## src/design/atrs_cfg.svh

```systemverilog
// Purpose: Constants for the converter timebase and reset aligner
// Assumes: One master clock at 256 times the sample rate
// Notes: Counts are in master clock periods
`ifndef ATRS_CFG_SVH
`define ATRS_CFG_SVH
`define ATRS_MCLK_PER_FS 256
`define ATRS_MOD_DIV 4
`define ATRS_BITS_PER_FRAME 64
`define ATRS_FIELD_BITS 32
`define ATRS_WORD_BITS 18
`define ATRS_LOW1_MIN 4
`define ATRS_HIGH_MIN 1
`define ATRS_HIGH_MAX 2
`define ATRS_LOW2_MIN 4
`define ATRS_RELEASE_DLY 27
`define ATRS_PHASE_AT_EDGE 8'h80
`define ATRS_CNT_W 8
`define ATRS_CLK_PERIOD_NS 4
`endif

```

## src/design/atrs_pkg.sv

```systemverilog
// Purpose: Types for the converter timebase and reset aligner
// Assumes: Constants come from atrs_cfg.svh
// Notes: Holds the aligner state enum and the state struct
package atrs_pkg;
  // Aligner sequence states
  typedef enum logic [2:0] {
    ATRS_RUN,
    ATRS_LOW1,
    ATRS_HIGH,
    ATRS_LOW2,
    ATRS_WAIT
  } atrs_seq_t;

  // Whole block state
  typedef struct packed {
    logic [7:0] phase;
    atrs_seq_t seq;
    logic [7:0] cnt;
    logic run;
    logic mod_en;
    logic bit_clk;
    logic lr_clk;
    logic word_strobe;
    logic word_pulse;
    logic pd;
  } atrs_state_t;
endpackage

```

## src/design/atrs_timebase.sv

```systemverilog
// Purpose: Master clock timebase with double-pulse reset alignment
// Assumes: nrst_pin and analog_power_down are synchronous to clk
// Notes: Contract
`include "atrs_cfg.svh"
module atrs_timebase (
  input wire logic clk,
  input wire logic nrst,
  input wire logic nrst_pin,
  input wire logic analog_power_down,
  input wire logic word_clk_out_mode,
  output logic mod_sample_en,
  output logic serial_bit_clock,
  output logic left_right_select_clock,
  output logic word_strobe,
  output logic word_pair_pulse,
  output logic field_right,
  output logic modulator_power_cut,
  output logic aligning
);
  import atrs_pkg::*;

  atrs_state_t st_ff; // Registered state
  atrs_state_t nxt_st; // Next state
  logic [7:0] nxt_phase; // Phase after this clock

  // Phase advance, shared by run and release paths
  function automatic logic [7:0] phase_inc(input logic [7:0] p);
    phase_inc = p + 8'h01;
  endfunction

  // Next-state logic
  always_comb begin
    nxt_st = st_ff;
    nxt_phase = phase_inc(st_ff.phase);
    // Timebase runs unless an alignment holds it
    if (st_ff.run) begin
      nxt_st.phase = nxt_phase;
    end
    unique case (st_ff.seq)
      ATRS_RUN: begin
        // Low level sampled on rising edge starts counting
        if (!nrst_pin && word_clk_out_mode) begin
          nxt_st.seq = ATRS_LOW1;
          nxt_st.cnt = 8'h01;
        end
      end
      ATRS_LOW1: begin
        if (!nrst_pin) begin
          nxt_st.cnt = (st_ff.cnt == 8'hff) ? st_ff.cnt : st_ff.cnt + 8'h01;
        end else if (st_ff.cnt >= 8'(`ATRS_LOW1_MIN)) begin
          nxt_st.seq = ATRS_HIGH;
          nxt_st.cnt = 8'h01;
        end else begin
          // Too short a low: plain glitch, ignore
          nxt_st.seq = ATRS_RUN;
          nxt_st.cnt = 8'h00;
        end
      end
      ATRS_HIGH: begin
        if (nrst_pin) begin
          if (st_ff.cnt >= 8'(`ATRS_HIGH_MAX)) begin
            // High too long: single pulse, no alignment
            nxt_st.seq = ATRS_RUN;
            nxt_st.cnt = 8'h00;
          end else begin
            nxt_st.cnt = st_ff.cnt + 8'h01;
          end
        end else begin
          nxt_st.seq = ATRS_LOW2;
          nxt_st.cnt = 8'h01;
        end
      end
      ATRS_LOW2: begin
        if (!nrst_pin) begin
          // Hold timebase stopped while aligning
          nxt_st.run = 1'b0;
          nxt_st.cnt = (st_ff.cnt == 8'hff) ? st_ff.cnt : st_ff.cnt + 8'h01;
        end else if (st_ff.cnt >= 8'(`ATRS_LOW2_MIN)) begin
          nxt_st.seq = ATRS_WAIT;
          nxt_st.cnt = 8'h01;
          nxt_st.run = 1'b0;
        end else begin
          nxt_st.seq = ATRS_RUN;
          nxt_st.cnt = 8'h00;
          nxt_st.run = 1'b1;
        end
      end
      ATRS_WAIT: begin
        // Restart phase so that the left/right edge lands on clock 27
        if (st_ff.cnt == 8'(`ATRS_RELEASE_DLY)) begin
          nxt_st.seq = ATRS_RUN;
          nxt_st.cnt = 8'h00;
        end else begin
          nxt_st.cnt = st_ff.cnt + 8'h01;
        end
        if (st_ff.cnt == 8'(`ATRS_RELEASE_DLY) - 8'h01) begin
          nxt_st.phase = `ATRS_PHASE_AT_EDGE;
          nxt_st.run = 1'b1;
        end else if (st_ff.cnt == 8'h01) begin
          nxt_st.phase = `ATRS_PHASE_AT_EDGE - 8'(`ATRS_RELEASE_DLY) + 8'h02;
          nxt_st.run = 1'b1;
        end
      end
      default: begin
        nxt_st.seq = ATRS_RUN;
      end
    endcase
    // Outputs decoded from the phase after this clock; power-down copied from its input
    nxt_st.mod_en = (nxt_st.phase[1:0] == 2'b11);
    nxt_st.bit_clk = nxt_st.phase[1]; // 64 bit clocks per frame
    nxt_st.lr_clk = nxt_st.phase[7]; // Left field low, right high
    // Word strobe high for the bit period of each field's MSB (right-justified)
    nxt_st.word_strobe = word_clk_out_mode &&
      (nxt_st.phase[6:2] == 5'(`ATRS_FIELD_BITS - `ATRS_WORD_BITS));
    nxt_st.word_pulse = (nxt_st.phase == 8'hff);
    nxt_st.pd = analog_power_down;
  end

  // State register
  always_ff @(posedge clk or negedge nrst) begin
    if (!nrst) begin
      st_ff <= '{phase: 8'h00, seq: ATRS_RUN, cnt: 8'h00, run: 1'b1, mod_en: 1'b0,
                 bit_clk: 1'b0, lr_clk: 1'b0, word_strobe: 1'b0,
                 word_pulse: 1'b0, pd: 1'b0};
    end else begin
      st_ff <= nxt_st;
    end
  end

  // Outputs straight from flip-flops, except aligning, decoded from the sequence state
  assign mod_sample_en = st_ff.mod_en;
  assign serial_bit_clock = st_ff.bit_clk;
  assign left_right_select_clock = st_ff.lr_clk;
  assign word_strobe = st_ff.word_strobe;
  assign word_pair_pulse = st_ff.word_pulse;
  assign field_right = st_ff.lr_clk;
  // Timebase keeps running in power-down; only analog current drops
  assign modulator_power_cut = st_ff.pd;
  assign aligning = (st_ff.seq != ATRS_RUN);

  // Modulator enable is one clock in four
  AST_MOD_RATE: assert property (@(posedge clk) disable iff (!nrst)
    st_ff.run && $past(st_ff.run) && mod_sample_en |-> ##1 !mod_sample_en ##1 !mod_sample_en
    ##1 !mod_sample_en)
    else $error("modulator enable not one in four");

  // Word pair pulse lasts only one clock in free run
  AST_WORD_RATE: assert property (@(posedge clk) disable iff (!nrst)
    word_pair_pulse && st_ff.seq == ATRS_RUN |-> ##1 !word_pair_pulse)
    else $error("word pair pulse longer than one clock");

  // Short first low never leads to the high state
  AST_LOW1_MIN: assert property (@(posedge clk) disable iff (!nrst)
    st_ff.seq == ATRS_LOW1 && nrst_pin && st_ff.cnt < 8'(`ATRS_LOW1_MIN)
    |=> st_ff.seq == ATRS_RUN)
    else $error("short first low accepted");

  // High pulse beyond two clocks aborts
  AST_HIGH_MAX: assert property (@(posedge clk) disable iff (!nrst)
    st_ff.seq == ATRS_HIGH && nrst_pin && st_ff.cnt >= 8'(`ATRS_HIGH_MAX)
    |=> st_ff.seq == ATRS_RUN)
    else $error("long high pulse not rejected");

  // Short second low aborts
  AST_LOW2_MIN: assert property (@(posedge clk) disable iff (!nrst)
    st_ff.seq == ATRS_LOW2 && nrst_pin && st_ff.cnt < 8'(`ATRS_LOW2_MIN)
    |=> st_ff.seq == ATRS_RUN)
    else $error("short second low accepted");

  // Left/right rises exactly 27 clocks after release
  AST_LR_27: assert property (@(posedge clk) disable iff (!nrst)
    st_ff.seq == ATRS_LOW2 && nrst_pin && st_ff.cnt >= 8'(`ATRS_LOW2_MIN)
    |-> ##27 $rose(left_right_select_clock))
    else $error("left/right edge not at 27 clocks");

  // Power-down follows pin with one clock
  AST_PD: assert property (@(posedge clk) disable iff (!nrst)
    analog_power_down |=> modulator_power_cut)
    else $error("power-down not followed");

  // Alignment only entered in word-clock-out mode
  AST_MODE: assert property (@(posedge clk) disable iff (!nrst)
    st_ff.seq == ATRS_RUN && !word_clk_out_mode |=> st_ff.seq == ATRS_RUN)
    else $error("alignment outside word-clock-out mode");
endmodule

```

## config.mk

```make
export PLATFORM = sky130hd
export DESIGN_NAME = atrs_timebase
export DESIGN_NICKNAME = d
export VERILOG_FILES = /design/src/design/atrs_pkg.sv /design/src/design/atrs_timebase.sv
export VERILOG_INCLUDE_DIRS = /design/src /design/src/design
export SDC_FILE = /design/constraint.sdc
export NUM_CORES = 1
export LEC_CHECK = 0
export BUFFER_PORTS_ARGS = -buffer_cell sky130_fd_sc_hd__buf_2
export CAP_MARGIN = 5
export CELL_PAD_IN_SITES_DETAIL_PLACEMENT = 2
export CELL_PAD_IN_SITES_GLOBAL_PLACEMENT = 2
export CORE_AREA = 2 2 77 57
export DETAILED_ROUTE_END_ITERATION = 10
export DIE_AREA = 0 0 79 59
export PLACE_DENSITY = 0.81
export SYNTH_ARGS = -nofsm -noshare
export SYNTH_HDL_FRONTEND = slang
export SYNTH_SLANG_ARGS = --single-unit
export TNS_END_PERCENT = 50
```

## constraint.sdc

```tcl
create_clock -name clk -period 3.4 [get_ports clk]
set_input_delay 0.51 -clock clk [delete_from_list [all_inputs] [get_ports clk]]
set_output_delay 0.51 -clock clk [all_outputs]
set_load 0.005 [all_outputs]
```

== Word-level counts from Yosys, hierarchy flattened ==
Index checks and enable logic that the tools add are counted.
W data, S select, Z words.

* Flip-flop bits (word level): 26
* Input port bits: 5
* Output and inout bits: 8
* Word-level logic and storage cells: 63

* $add $sub $neg: 2
* Order comparisons: 2
* Eq/ne operators: 17
* Mux-type cells: 22
* Reductions and logical operators: 10

{| class="wikitable"
|+ Operators by type and width
! kind !! number
|-
| $mux W8 || 8
|-
| $pmux W8 S5 || 1
|-
| $mux W11 || 2
|-
| $add A8 B1 Y8 const B || 2
|-
| $eq A8 B5 Y1 const B || 2
|-
| $eq A8 B8 Y1 const B || 2
|-
| $pmux W3 S5 || 1
|-
| $mux W12 || 1
|-
| $mux W3 || 4
|-
| $mux W10 || 1
|-
| $mux W9 || 1
|-
| $eq A8 B1 Y1 const B || 1
|-
| $ge A8 B2 Y1 const B || 1
|-
| $ge A8 B3 Y1 const B || 1
|-
| $ne A2 B2 Y1 const B || 4
|-
| $eq A3 B2 Y1 const B || 2
|-
| $ne A3 B3 Y1 const B || 2
|-
| $eq A5 B4 Y1 const B || 1
|-
| $reduce_and A5 Y1 || 1
|-
| $reduce_bool A5 Y1 || 1
|-
| $reduce_and A2 Y1 || 2
|-
| $eq A3 B1 Y1 const B || 1
|-
| $eq A3 B3 Y1 const B || 1
|-
| $logic_not A3 Y1 || 1
|-
| 7 further kinds || 9
|}

== Depth between registers and ports, before layout ==
Gate-level depths: netlist (run 1).

* Depth after elaboration: 7
* Gate-level depth with buffers: 7
* Mapped depth without buffers: 7

== Worst setup path before layout (run 1) ==
OpenSTA, ideal clock, no wires.

* Path type: reg2reg
* Start point: reg st_ff[6] (netlist name)
* End point: reg st_ff (netlist bit word_pair_pulse)
* Setup time: 111 ps
* Data arrival time: 1566 ps
* Required time: 3289 ps
* Path slack: 1723 ps
* Stages on the path, launching flop included: 7
* Buffers on the path: 1
* Period minus slack after synthesis: 1677 ps
* Cells stage by stage: dfstp_2 -> buf_4 -> and4_1 -> nand2_1 -> nor4b_1 -> a211oi_1 -> a2111oi_2

{| class="wikitable"
|+ RTL lines
! element !! line !! source
|-
| start, declared || atrs_timebase.sv:22 || <nowiki>atrs_state_t st_ff;</nowiki>
|-
| start signal, assigned || atrs_timebase.sv:122 || <nowiki>st_ff <= '{phase: 8'h00, seq: ATRS_RUN, cnt: 8'h00, run: 1'b1, mod_en: 1'b0,</nowiki>
|-
| start signal, assigned || atrs_timebase.sv:126 || <nowiki>st_ff <= nxt_st;</nowiki>
|}

== Worst setup path after layout (run 1) ==
* Start point: reg st_ff[12] (netlist name)
* End point: reg st_ff[11] (netlist name)

* Longest elaborated chain between the ends: 4
* Elaborated cells on any way between the ends: 10
* Classes of those cells: 1 x order compare; 2 x eq/ne; 7 x mux

{| class="wikitable"
|+ RTL lines
! element !! line !! source
|-
| $ge A8 B2 Y1 or $eq A8 B8 Y1 (tied branches) || atrs_timebase.sv:61, atrs_timebase.sv:49, atrs_timebase.sv:77 ||
|-
| $mux W8 (on tied branches) || - ||
|-
| $mux W11, or another cell as far along || atrs_timebase.sv:60 || <nowiki>if (nrst_pin) begin</nowiki>
|-
| $pmux W8 S5 (*) || atrs_timebase.sv:39 || <nowiki>unique case (st_ff.seq)</nowiki>
|}

Mark *: on every way between the ends. The rest lies on a longest branch, timed or not.
A chain may end at the register's enable or synchronous reset.

==> results of run 1 <==
worst max-delay path, cell delays in order (launching register included):
cell	delay, ps
dfrtp_1	520
nor4_4	480
nand4_1	320
nand2_2	260
a21oi_2	80
o41ai_2	250
through the flow:
step | instance area, um^2 | std cells | util
2_1_floorplan | 1520 | 163 | -
3_3_place_gp | 1570 | 219 | 0.409
3_5_place_dp | 1570 | 219 | 0.409
6_report | 1630 | 223 | 0.423
5_1_grt | 1630 | 223 | 0.423
4_1_cts | 1630 | 223 | 0.423
layout make-up:
class | instances | area (um^2)
sequential | 24 | 602
clock buffer | 4 | 55.1
multi-input combinational | 126 | 828
fill | 450 | 2220
tap | 52 | 65.1
inverter | 5 | 18.8
timing repair buffer | 12 | 60.1
flip-flops by register name, summed over array words and instances, names as in the netlist:
signal	flops
word_pair_pulse	1
modulator_power_cut	1
mod_sample_en	1
word_strobe	1
st_ff	19
field_right	1
where the power goes:
part           switching [mW]  leakage (nW)  internal (mW)
combinational           0.201         0.355          0.154
clock                  0.0984        0.0288          0.104
sequential             0.0948         0.309          0.359
total                   0.394         0.692          0.617
metal layers:
layer | up-vias | track usage
met5 | - | 0
met4 | 0 | 0.0296
met3 | 2 | 0.0396
met2 | 22 | 0.337
met1 | 689 | 0.306
li1 | 612 | -
layout by cell type (no fill, tap or decap), types with 2 or more instances in the layout:
master,n
inv_1,5
nand2b_1,4
nand3_1,7
nand4_1,8
a21oi_1,11
and3_1,3
xor2_1,4
nor2_1,13
clkbuf_8,4
a31oi_1,4
xnor2_1,3
o21ai_0,15
nor3b_1,5
dfrtp_1,23
and2_1,2
ha_1,4
nand3b_1,2
buf_2,12
nand2_1,11
nor2b_1,3
how the worst min path moves through the flow:
stage,startpoint,slack (ps),end,cells past startpoint
after CTS,nrst,240,st_ff[22],1
final,nrst,220,st_ff[22],1
after floorplan,nrst,210,field_right,0
after global routing,nrst,260,st_ff[19],1
after detailed placement,nrst,530,st_ff[22],1
after global placement,nrst,530,st_ff[22],1
kinds of logic after synthesis:
logic type / after synthesis
simple gates: 69
compound gates: 45
flops: 24
buf+inv: 13
xor+xnor: 7
fa+ha+maj: 4
mux: 1
==> flow_summary.json, run 1 <==
{
  "status": "complete, no violations",
  "vdd_drop_max_mv": 0.289,
  "nets": 181,
  "dpl.hpwl_um": 3480,
  "fmax_mhz": 500,
  "startpoint": "st_ff[12]",
  "post-route-min-period_ps": 2000,
  "ioPinCount": 13,
  "cp_data_required_time_ps": 3570,
  "numCtsBuffers": 3,
  "synth_cell_types": 50,
  "ant_nets": 0,
  "crit_type": "reg2reg",
  "r2r_setup_slack_ps": 1400,
  "clock_skew_ps": 1.64,
  "synth.most_common_cell": "dfrtp_1",
  "synth_warnings": 0,
  "drt_pass1_iterations": 4,
  "drv_slew": 0,
  "drtIter0Drc": 76,
  "timing.rr.start": "st_ff[12]",
  "worstReg2RegEnd": "st_ff[11]",
  "syn-instance-count": 163,
  "cp-endpoint": "st_ff[11]",
  "cap_viol_max_count": 0,
  "core-area_mm2": 0.00385,
  "reg2regPathDepth": 5,
  "syn2layout_area_growth_pct": 7.34,
  "finalHoldViolCount": 0,
  "place_ws_ps": 1390,
  "grt.overflow.total": 0,
  "relSlewSlack": 0.482,
  "p_per_area_mw_per_mm2": 621,
  "dr.max_layer_used": "met4",
  "synth_nets": 172,
  "numPortBuffers": 12,
  "yosys.area_share.simple": 0.268,
  "drive_gt1_frac": 0.170,
  "drc": 0,
  "wl_met1_um": 2290,
  "p_leak_nw": 0.692,
  "synth_top_area_share": 0.379,
  "synth.area.top_cells": "dfrtp_1 38%, o21ai_0 4.9%, a21oi_1 3.6%",
  "synth_edf_count": 0,
  "whs_ps": 220,
  "antenna_found_initial": 0,
  "ys_top_cells_by_count": "23 x dfrtp_1, 15 x o21ai_0, 13 x nor2_1, 11 x a21oi_1, 11 x nand2_1",
  "synth_top_family_by_area": "simple AND/OR/NAND/NOR gates",
  "timing.final.ws_setup_ps": 1400,
  "root_buffer": "clkbuf_8",
  "setup_viol": 0,
  "met2WireLength_um": 2060,
  "finalCritPeriodShare": 0.588,
  "worstSetupStartpointType": "flip-flop",
  "start_util": 0.394,
  "dieArea_mm2": 0.00466,
  "clock_latency_ps": 270,
  "hold_buffers": 0,
  "yosys-mux-area-fraction": 0.00660,
  "synthXorXnorAreaFrac": 0.0404,
  "cts_tree": "yes",
  "track_usage": 0.210,
  "rows": 19,
  "diodes": 0,
  "met3_length_um": 139,
  "synth-async-reset-ratio": 1.00,
  "path_clk_slew_ps": 90,
  "place.gp.congestion": 0.833,
  "grt_pass1_vias": 1372,
  "cts_setup_buffers": 0,
  "synth_top_area_cell": "dfrtp_1",
  "die_w_um": 79,
  "syn_area_mm2": 0.00152,
  "via_per_inst": 5.94,
  "wl_per_cell_um": 20.2,
  "hp-class": "in2async",
  "h-tree-depth": 1,
  "fin_tns_setup_ps": 0,
  "routed-via-count": 1325,
  "rsz0062_at_grt": "no",
  "report.power.total_mw": 1.01,
  "clock_path_buffers": 2,
  "die_y_um": 59,
  "synth_ff_type": "dfrtp_1",
  "ys_ff_latch": 24,
  "cts_resized": 0,
  "grt_max_degree": 25,
  "synth.avg_cell_area_um2": 9.31,
  "yosysSeqAreaShare": 0.397,
  "worstMarginPinSlew_ps": 769,
  "cp_data_arrival_time_ps": 2170,
  "grt_pass1_wl_um": 7370,
  "cts_sinks": 24,
  "end_kind": "flip-flop",
  "wirelength_um": 4500,
  "crit_fanout": 9,
  "synth_fa_ha_area_frac": 0.0330,
  "synth-compound-area-share": 0.198
}
(Power assumes the default switching activity.)
==> inputs of run 2 (changes only) <==
- CORE_AREA: 2 2 77 57 -> 2 2 85 62
- DIE_AREA: 0 0 79 59 -> 0 0 87 64
- PLACE_DENSITY: 0.81 -> 0.71
- clock period: 3.4 -> 1.8 ns (I/O delays scaled with it)
==> run 2 against run 1 <==
Combinational power is 130% higher. Count of clock-buffer cells in the layout stayed put. Via count is 6.8% higher. Setup slack worse by 1400 ps. Sequential cell count stayed put. Non-clock buffer count is 25 higher. Total power is 100% higher. Critical path type unchanged.
==> flow_summary.json, run 2 (synthesis results as in run 1) <==
{
  "worstReg2RegEnd": "st_ff[15]",
  "setup_viol": 0,
  "cp_data_required_time_ps": 1980,
  "path_clk_slew_ps": 100,
  "cap_viol_max_count": 0,
  "drive_gt1_frac": 0.342,
  "design_area_mm2": 0.00189,
  "layout_common_cells": "24 x buf_4, 20 x dfrtp_1, 14 x o21ai_0, 12 x nor2_1, 12 x buf_2",
  "post-route-min-period_ps": 1800,
  "ioPinCount": 13,
  "layout_commonest_cell": "buf_4",
  "clock_latency_ps": 280,
  "worstSetupStartpointType": "flip-flop",
  "use_met3": 0.0323,
  "wirelength_um": 5030,
  "globalRouteMet1Util": 0.290,
  "place_area_mm2": 0.00172,
  "dpl.hpwl_um": 3650,
  "rows": 21,
  "p_per_area_mw_per_mm2": 1090,
  "hold_start": "analog_power_down",
  "vdd_drop_max_mv": 0.442,
  "status": "complete, no violations",
  "nets": 206,
  "track_usage": 0.191,
  "grt_max_degree": 25,
  "dieArea_mm2": 0.00557,
  "root_buffer": "clkbuf_8",
  "grt_pass1_vias": 1496,
  "cts_sinks": 24,
  "cts_tree": "yes",
  "whs_ps": 80.1,
  "wl_per_cell_um": 19.9,
  "fmax_mhz": 556,
  "rsz0062_at_grt": "yes",
  "h-tree-depth": 1,
  "fin_tns_setup_ps": 0,
  "largest_register": "st_ff",
  "via_per_inst": 5.59,
  "numCtsBuffers": 3,
  "finalCritPeriodShare": 0.999,
  "drt_pass1_iterations": 4,
  "cp_data_arrival_time_ps": 1980,
  "worstMarginPinSlew_ps": 598,
  "antenna_found_initial": 0,
  "relSlewSlack": 0.601,
  "reg2regPathDepth": 5,
  "end_kind": "flip-flop",
  "grt.busiest_layer": "met1",
  "largest_reg_flops": 19,
  "report.power.total_mw": 2.07,
  "grt.overflow.total": 0,
  "drtIter0Drc": 41,
  "numPortBuffers": 12,
  "die_y_um": 64,
  "crit_fanout": 11,
  "die_w_um": 87,
  "finalHoldViolCount": 0,
  "routed-via-count": 1415,
  "ant_nets": 0,
  "clock_skew_ps": 15.2,
  "grt_pass1_wl_um": 8140,
  "timing.rr.start": "st_ff[16]",
  "core-area_mm2": 0.00470,
  "crit_type": "reg2reg",
  "diodes": 0,
  "holdPathStages": 1,
  "drv_slew": 0,
  "clock_path_buffers": 2,
  "syn2layout_area_growth_pct": 24.6,
  "hp-class": "in2reg",
  "drc": 0,
  "r2r_setup_slack_ps": 1,
  "met2_usage": 0.286,
  "place.gp.congestion": 0.808,
  "p_leak_nw": 0.818,
  "start_util": 0.323,
  "min_to": "modulator_power_cut"
}
-- run 2: what timing repair did --
| item | CTS | global route |
|---|---|---|
| gates resized for setup | 2 | 17 |
| setup buffers | 0 | 5 |
| pin swaps | 0 | 5 |
| setup endpoints to repair | 2 | 11 |
| hold endpoints to repair | 12 | 0 |
| hold buffers | 1 | 0 |
-- run 2: layer usage --
layer,routed length [um],vias up
met5,0,-
li1,-,664
met3,98,5
met1,2570,732
met4,32,0
met2,2330,14
-- run 2: how the worst max path moves through the flow --
stage / start / end / slack (ps) / cells after the start
3_3_place_gp: st_ff[7] / st_ff[15] / 60 / 7
5_1_grt: st_ff[16] / st_ff[15] / -110 / 5
3_5_place_dp: st_ff[6] / word_pair_pulse / 20 / 5
6_report: st_ff[16] / st_ff[15] / 1 / 5
2_1_floorplan: st_ff[6] / word_pair_pulse / 120 / 6
4_1_cts: st_ff[16] / word_pair_pulse / 0.06 / 6
-- run 2: per-stage QoR --
stage | setup WS, ps | utilization | cells
after global placement | 63.7 | 0.366 | 243
after global routing | -112 | 0.402 | 253
after detailed placement | 17.9 | 0.366 | 243
final | 1.08 | 0.402 | 253
after CTS | 0.0555 | 0.382 | 248
after floorplan | 123 | - | 163
-- run 2: power breakdown --
group | switching (mW) | internal, mW | leakage [nW]
registers | 0.170 | 0.680 | 0.304
clock network | 0.196 | 0.196 | 0.0288
logic | 0.422 | 0.401 | 0.485
-- run 2: worst max-delay path: stages (launching register included) --
cell and delay [ps]:
dfrtp_2 480, nor3b_1 380, nand4_1 290, nand2_2 250, nor2_1 70, o22a_2 220
-- run 2: cell type report --
cell class / count / area, um^2
clock buffer: 4 / 55.1
timing repair buffer: 37 / 250
inverter: 5 / 18.8
multi-input combinational: 126 / 891
tap: 57 / 71.3
fill: 534 / 2810
sequential: 24 / 606
